File: src/rtl/e3fo_pkg.sv
`default_nettype none
package e3fo_pkg;

  localparam int unsigned FRAME_BITS    = 1536;
  localparam int unsigned OVH_BITS      = 12;
  localparam int unsigned PAYLOAD_BITS  = 1524;
  localparam int unsigned FAS_LEN       = 10;
  localparam logic [9:0]  FAS_PATTERN   = 10'h3D0;
  localparam int unsigned A_POS         = 10;
  localparam int unsigned N_POS         = 11;
  localparam int unsigned BIP_LEN       = 4;
  localparam int unsigned BIP_POS       = FRAME_BITS - BIP_LEN;
  localparam int unsigned FRAME_RATE_HZ = 22375;
  localparam int unsigned LINE_RATE_BPS = FRAME_RATE_HZ * FRAME_BITS;
  localparam int unsigned MCLK_HZ       = 10000000;
  // The system clock is slower than the line rate, so the bit enable fires every cycle at most.
  localparam int unsigned BIT_DIV       = (MCLK_HZ / LINE_RATE_BPS) < 1 ? 1 : (MCLK_HZ / LINE_RATE_BPS);
  localparam int unsigned OOF_MISS_LIMIT = 4;

  localparam logic [7:0]  OPMODE_ADDR   = 8'h00;
  localparam logic [7:0]  OPMODE_RESET  = 8'h00;
  localparam int unsigned LTS_BIT       = 6;
  localparam int unsigned FMT_BIT       = 2;
  localparam int unsigned TREF_LSB      = 0;
  localparam int unsigned TREF_MSB      = 1;

  typedef logic [10:0] e3fo_cnt_t;

  typedef enum logic [1:0] {
    E3FO_HUNT,
    E3FO_VERIFY,
    E3FO_SYNC
  } e3fo_rx_state_t;

  typedef struct packed {
    logic       wr;
    logic       rd;
    logic [7:0] addr;
    logic [7:0] wdata;
  } e3fo_reg_req_t;

  typedef struct packed {
    logic pmdl_bit;
    logic alt_link_bit;
    logic alt_link_select;
    logic bip4_enable;
  } e3fo_ovh_src_t;

  typedef struct packed {
    logic [7:0]     div_cnt;
    logic           bit_en;
    logic           bit_seen;
    logic [7:0]     opmode;
    logic [7:0]     rdata;
    e3fo_cnt_t      tx_cnt;
    logic           tx_line;
    logic           tx_ovh_ind;
    logic           tx_frame_end;
    logic           alarm;
    logic [3:0]     bip_acc;
    logic [3:0]     bip_hold;
    logic [1:0]     los_sync;
    logic [1:0]     ais_sync;
    logic [1:0]     febe_sync;
    e3fo_rx_state_t rx_state;
    e3fo_cnt_t      rx_cnt;
    logic [2:0]     miss;
    logic           rx_a;
    logic           rx_n;
    logic           g751;
    logic           in_frame;
  } e3fo_state_t;

endpackage
`default_nettype wire

File: src/rtl/e3fo_top.sv
// Contract
// - Frame is 1536 bits, 12 overhead
// - Transmit alignment pattern in first ten bits
// - Receiver hunts pattern to gain, keep sync
// - Overhead: alarm, national, optional BIP-4 bits
// - Frame counter wraps once per frame
// - Receive fault sets alarm from next frame
// - Alarm held until fault clears, then zero
// - With BIP-4, alarm also carries block errors
// - National bit carries PMDL or alternative link
`timescale 1ns/10ps
`default_nettype none
module e3fo_top (
  input  wire logic                    mclk,
  input  wire logic                    reset_n,
  input  wire e3fo_pkg::e3fo_reg_req_t reg_req,
  output logic [7:0]                   reg_rdata,
  output logic [1:0]                   timing_reference_choice,
  output logic                         g751_selected,
  input  wire e3fo_pkg::e3fo_ovh_src_t ovh_src,
  input  wire logic                    tx_payload,
  output logic                         tx_line,
  output logic                         tx_ovh_ind,
  output logic                         tx_frame_end,
  input  wire logic                    rx_line,
  input  wire logic                    rx_los,
  input  wire logic                    rx_ais,
  input  wire logic                    rx_block_error,
  output logic                         rx_in_frame,
  output logic                         rx_alarm_bit,
  output logic                         rx_national_bit
);
  import e3fo_pkg::*;

  e3fo_state_t s_q;
  e3fo_state_t s_d;
  logic        rx_bit;
  logic        fas_match;
  logic        mode_ok;
  logic        fault;
  logic        tx_bit;
  e3fo_cnt_t   tx_next;
  e3fo_cnt_t   rx_next;

  e3fo_fas_detect u_fas (
    .mclk       (mclk),
    .reset_n    (reset_n),
    .line_in    (rx_line),
    .bit_en     (s_q.bit_en),
    .newest_bit (rx_bit),
    .fas_match  (fas_match)
  );

  always_comb begin
    s_d     = s_q;
    mode_ok = !s_q.opmode[LTS_BIT] && !s_q.opmode[FMT_BIT];
    fault   = s_q.los_sync[1] || s_q.ais_sync[1] || (s_q.rx_state != E3FO_SYNC);
    tx_next = (s_q.tx_cnt == e3fo_cnt_t'(FRAME_BITS - 1)) ? '0 : s_q.tx_cnt + 11'h001;
    rx_next = (s_q.rx_cnt == e3fo_cnt_t'(FRAME_BITS - 1)) ? '0 : s_q.rx_cnt + 11'h001;

    s_d.los_sync  = {s_q.los_sync[0], rx_los};
    s_d.ais_sync  = {s_q.ais_sync[0], rx_ais};
    s_d.febe_sync = {s_q.febe_sync[0], rx_block_error};

    // Divider producing the bit-rate enable; also freezes the transmit and receive framing while another format is chosen.
    s_d.bit_en   = 1'b0;
    s_d.bit_seen = s_q.bit_en;
    if (!mode_ok || s_q.div_cnt == 8'(BIT_DIV - 1)) begin
      s_d.div_cnt = 8'h00;
      s_d.bit_en  = mode_ok;
    end else begin
      s_d.div_cnt = s_q.div_cnt + 8'h01;
    end

    if (reg_req.wr && reg_req.addr == OPMODE_ADDR) begin
      s_d.opmode = reg_req.wdata;
    end
    if (reg_req.rd) begin
      s_d.rdata = (reg_req.addr == OPMODE_ADDR) ? s_q.opmode : 8'h00;
    end

    // Transmit bit selection by frame position.
    if (s_q.tx_cnt < e3fo_cnt_t'(FAS_LEN)) begin
      tx_bit = FAS_PATTERN[4'(FAS_LEN - 1) - s_q.tx_cnt[3:0]];
    end else if (s_q.tx_cnt == e3fo_cnt_t'(A_POS)) begin
      tx_bit = s_q.alarm;
    end else if (s_q.tx_cnt == e3fo_cnt_t'(N_POS)) begin
      tx_bit = ovh_src.alt_link_select ? ovh_src.alt_link_bit : ovh_src.pmdl_bit;
    end else if (ovh_src.bip4_enable && s_q.tx_cnt >= e3fo_cnt_t'(BIP_POS)) begin
      tx_bit = s_q.bip_hold[s_q.tx_cnt[1:0]];
    end else begin
      tx_bit = tx_payload;
    end

    if (s_q.bit_en) begin
      s_d.tx_cnt       = tx_next;
      s_d.tx_line      = tx_bit;
      s_d.tx_frame_end = (s_q.tx_cnt == e3fo_cnt_t'(FRAME_BITS - 1));
      // The alignment pattern, alarm and national bits fill the first twelve positions of every frame.
      s_d.tx_ovh_ind   = (tx_next < e3fo_cnt_t'(OVH_BITS))
                         || (ovh_src.bip4_enable && tx_next >= e3fo_cnt_t'(BIP_POS));
      if (s_q.tx_cnt >= e3fo_cnt_t'(OVH_BITS) && s_q.tx_cnt < e3fo_cnt_t'(BIP_POS)) begin
        s_d.bip_acc[s_q.tx_cnt[1:0]] = s_q.bip_acc[s_q.tx_cnt[1:0]] ^ tx_bit;
      end
      if (s_q.tx_cnt == e3fo_cnt_t'(FRAME_BITS - 1)) begin
        // Sampling at the boundary keeps the alarm steady for a whole frame.
        s_d.alarm    = fault || (ovh_src.bip4_enable && s_q.febe_sync[1]);
        s_d.bip_hold = s_q.bip_acc;
        s_d.bip_acc  = 4'h0;
      end
    end else begin
      s_d.tx_frame_end = 1'b0;
      s_d.tx_ovh_ind   = s_q.tx_ovh_ind && mode_ok;
    end

    // Receive framer runs one cycle after the detector has shifted the new bit in.
    if (s_q.bit_seen) begin
      unique case (s_q.rx_state)
        E3FO_HUNT: begin
          if (fas_match) begin
            s_d.rx_cnt   = e3fo_cnt_t'(FAS_LEN - 1);
            s_d.rx_state = E3FO_VERIFY;
          end
        end
        E3FO_VERIFY, E3FO_SYNC: begin
          s_d.rx_cnt = rx_next;
          if (rx_next == e3fo_cnt_t'(FAS_LEN - 1)) begin
            if (fas_match) begin
              s_d.rx_state = E3FO_SYNC;
              s_d.miss     = 3'h0;
            end else if (s_q.rx_state == E3FO_VERIFY
                         || s_q.miss == 3'(OOF_MISS_LIMIT - 1)) begin
              s_d.rx_state = E3FO_HUNT;
              s_d.miss     = 3'h0;
            end else begin
              s_d.miss = s_q.miss + 3'h1;
            end
          end
          if (s_q.rx_state == E3FO_SYNC && rx_next == e3fo_cnt_t'(A_POS)) begin
            s_d.rx_a = rx_bit;
          end
          if (s_q.rx_state == E3FO_SYNC && rx_next == e3fo_cnt_t'(N_POS)) begin
            s_d.rx_n = rx_bit;
          end
        end
      endcase
    end

    // Both flags are registered from next-state values so they move in the same cycle as what they describe.
    s_d.g751     = !s_d.opmode[LTS_BIT] && !s_d.opmode[FMT_BIT];
    s_d.in_frame = (s_d.rx_state == E3FO_SYNC);
  end

  always_ff @(posedge mclk) begin
    if (!reset_n) begin
      s_q          <= '0;
      s_q.opmode   <= OPMODE_RESET;
      s_q.rx_state <= E3FO_HUNT;
      s_q.g751     <= !OPMODE_RESET[LTS_BIT] && !OPMODE_RESET[FMT_BIT];
    end else begin
      s_q <= s_d;
    end
  end

  assign reg_rdata               = s_q.rdata;
  assign timing_reference_choice = s_q.opmode[TREF_MSB:TREF_LSB];
  assign g751_selected           = s_q.g751;
  assign tx_line                 = s_q.tx_line;
  assign tx_ovh_ind              = s_q.tx_ovh_ind;
  assign tx_frame_end            = s_q.tx_frame_end;
  assign rx_in_frame             = s_q.in_frame;
  assign rx_alarm_bit            = s_q.rx_a;
  assign rx_national_bit         = s_q.rx_n;

endmodule // e3fo_top
`default_nettype wire

File: src/rtl/e3fo_fas_detect.sv
`timescale 1ns/10ps
`default_nettype none
module e3fo_fas_detect (
  input  wire logic mclk,
  input  wire logic reset_n,
  input  wire logic line_in,
  input  wire logic bit_en,
  output logic      newest_bit,
  output logic      fas_match
);
  import e3fo_pkg::*;

  logic [FAS_LEN-1:0] shift_q;
  logic [FAS_LEN-1:0] shift_d;

  // Both synchroniser stages live here; only the second stage is read.
  logic [1:0] sync_q;
  logic [1:0] sync_d;

  always_comb begin
    sync_d  = {sync_q[0], line_in};
    shift_d = shift_q;
    if (bit_en) begin
      shift_d = {shift_q[FAS_LEN-2:0], sync_q[1]};
    end
  end

  always_ff @(posedge mclk) begin
    if (!reset_n) begin
      shift_q <= 10'h000;
      sync_q  <= 2'h0;
    end else begin
      shift_q <= shift_d;
      sync_q  <= sync_d;
    end
  end

  assign newest_bit = shift_q[0];
  assign fas_match  = (shift_q == FAS_PATTERN);

endmodule // e3fo_fas_detect
`default_nettype wire

File: config.mk
export PLATFORM = sky130hd
export DESIGN_NAME = e3fo_top
export DESIGN_NICKNAME = d
export VERILOG_FILES = /design/src/rtl/e3fo_pkg.sv /design/src/rtl/e3fo_top.sv /design/src/rtl/e3fo_fas_detect.sv
export SDC_FILE = /design/constraint.sdc
export NUM_CORES = 1
export LEC_CHECK = 0
export BUFFER_PORTS_ARGS = -buffer_cell sky130_fd_sc_hd__buf_2
export CAP_MARGIN = 20
export CORE_ASPECT_RATIO = 1.2
export CORE_MARGIN = 1
export CORE_UTILIZATION = 50
export CTS_CLUSTER_DIAMETER = 50
export DETAILED_ROUTE_END_ITERATION = 7
export PLACE_DENSITY = 0.69
export SLEW_MARGIN = 30
export SYNTH_ARGS = -nofsm -noshare
export SYNTH_HDL_FRONTEND = slang
export SYNTH_SLANG_ARGS = --single-unit
File: constraint.sdc
create_clock -name mclk -period 3 [get_ports mclk]
set_clock_uncertainty 0.2 [all_clocks]
set_input_delay 0.6 -clock mclk [delete_from_list [all_inputs] [get_ports mclk]]
set_output_delay 0.6 -clock mclk [all_outputs]
set_load 0.02 [all_outputs]
==> results.md <==
* Worst setup margin at 0.171 ns
* CORE AREA at 8660 um^2
* Tmin final at 2.83 ns
* Finished Cell Area at 4980 um^2
* DRC at 0
* Worst-skew pair later-pin latency at 0.37 ns
* Max cap viols at 0
* RSZ-0062 raised after global routing: no
* Die X at 88.7 um
* Gr usage total at 0.226
* Layout cell share with drive strength beyond 1 at 0.158
* Outcome: finished clean
* WL/cell at 14.5 um
* Critical Path End Type: flop
* Power density over the cells at 444 nW/um^2
* Slowest stage delay, CP at 0.56 ns
* IO Pins at 46
* H-tree Lvls at 3
* Die height at 106 um
* Share of the yosys chip area belonging to registers at 0.387
* Vias in the first global route at 3618
* Synth area leader: dfxtp_1
* Post-synth EDFFs at 0
* Area growth syn-to-layout at 10.5%
* Buffers on Ports at 45
* FFs w/ async S/R, synth at 0
* CTS Buffer Depth at 2
* Die Area at 9400 um^2
* Drt pass-1 iters at 6
* # diodes at 0
* FF+latch count, synth at 87
* Kind of critical path: flop to flop
* Post-CTS Setup Bufs at 0
* Nets at 607
* Syn Std Cell Area at 4510 um^2
* Delay-heaviest family, CP: simple AND/OR/NAND/NOR gates
* Gpl congestion at 0.886
* Critical path arrival at 2.92 ns
* Initial core utilization at 0.520
* Top_reg_cell synth: dfxtp_1
* Tightest Pin Transition at 0.613 ns
* Buffers and inverters on the worst path at 0
* Static leakage at 1.94 nW
* Count leader, synth: dfxtp_1
* Startpoint types: flop
* Total gr overflow at 0
* Period Utilization, post-route at 0.943
* # fillers at 815
* Crit-path cells: ha_1, and4_1, nand2_1, a311o_1, or4b_4, nor4b_4, mux2i_1
* Final hold vios at 0
* CP required at 3.09 ns
* Via total after detailed routing at 3827
* Yosys warns at 0
* Clock slew at reported path FFs at 0.08 ns
* Synth area leaders: dfxtp_1 39%, ha_1 5.3%, a21oi_1 4.9%
* Largest net degree at the start of global routing at 35
* Root buffer cell: clkbuf_8
* Unique masters post-synth at 66
* Area after DPL at 4760 um^2
* Post-route ant nets at 0
* Setup TNS Final at 0 ns
* Synthesized area per cell at 8.49 um^2
* Initial antenna violation count at 0
* First-pass GRT wire length at 16600 um
* CTS buffer count at 9
* Final setup fails at 0
* F_max at 353 MHz
* Pre-CTS setup slack at 0.158 ns
* CTS tree: built
* Worst min-delay path category: input pin to flop
* Peak supply drop at 0.000311 V
* FP Rows at 37
* CTS resizes at 0
* Critical-path maximum fanout at 7
* Crit-path slowest cell: or4b_4
* WL final at 9880 um
* Synth Instances at 531
* Synthesized Nets at 579
* Commonest cells post-synth: 87 x dfxtp_1, 46 x nand2_1, 44 x a21oi_1
* DP HPWL at 7000 um
* Synth top area share at 0.387
* CTS Hold Bufs at 0
* CTS sink count at 87
* Final Max Tran Viols at 0
* DR vias/cell at 5.63
* DRT iter0 DRCs at 196
* Max-slew headroom at 0.591
==> cell type report <==
type                       instances  area, um^2  share of cell area
tap                              117         146              0.0294
timing repair buffer              57         315              0.0633
sequential                        87        1740               0.350
inverter                          25        93.8              0.0188
multi-input combinational        379        2460               0.495
clock buffer                       9         124              0.0249
clock inverter                     6        93.8              0.0188
==> per-layer routing <==
layer,vias to the layer above,GRT usage,share of wire
met2,63,0.379,0.50
met3,22,0.0474,0.030
li1,1945,-,-
met4,0,0.107,0.024
met5,-,0,0
met1,1797,0.270,0.45
==> worst paths after layout <==
path	startpoint	slack, ns	to	cells past startpoint
min reg2reg	u_fas.sync_q[0]	0.25	u_fas.sync_q[1]	1
min	rx_line	0.24	u_fas.sync_q[0]	2
max	s_q[8]	0.17	s_q[6]	7
max reg2reg	s_q[8]	0.17	s_q[6]	7
==> registers in the layout (all words and copies together), names as in the netlist <==
| name | flops |
|---|---|
| g751_selected | 1 |
| tx_ovh_ind | 1 |
| reg_rdata | 8 |
| timing_reference_choice | 2 |
| rx_national_bit | 1 |
| rx_in_frame | 1 |
| s_d | 4 |
| rx_alarm_bit | 1 |
| s_q | 54 |
| u_fas.sync_q | 2 |
| tx_line | 1 |
| tx_frame_end | 1 |
| u_fas.shift_q | 10 |
==> cell usage in the layout, fill, tap and decap left out, types with 9 or more instances in the layout <==
cell	count
a21oi_1	44
and2_1	10
buf_2	45
buf_4	12
clkbuf_8	9
dfxtp_1	87
ha_1	19
inv_1	25
mux2i_1	18
nand2_1	46
nand2b_1	11
nand3_1	36
nand4_1	10
nor2_1	41
o21ai_0	20
xor2_1	10
==> through the flow <==
stage	util	power (mW)	instances	hold slack [ns]
2_1_floorplan	-	1.29	531	0.212
3_3_place_gp	0.550	1.34	665	0.222
3_5_place_dp	0.550	1.34	665	0.230
4_1_cts	0.575	2.23	680	0.230
5_1_grt	0.575	2.30	680	0.237
6_report	0.575	2.21	680	0.242
==> where the power goes <==
group	internal [mW]	switching [mW]	total, mW
clock	0.470	0.427	0.897
sequential	1.17	0.0144	1.18
combinational	0.0541	0.0771	0.131
total	1.69	0.518	2.21
==> cells by family after synthesis <==
family / count (synthesis) / share of synthesized area
XOR/XNOR: 16 / 0.0311
multiplexers: 21 / 0.0500
adder cells (fa/ha/maj): 20 / 0.0550
AO/OA/AOI/OAI: 117 / 0.167
AND/OR/NAND/NOR: 205 / 0.244
flip-flops: 87 / 0.387
buffers and inverters: 65 / 0.0666
No activity file was read; power rests on OpenSTA's default activity.
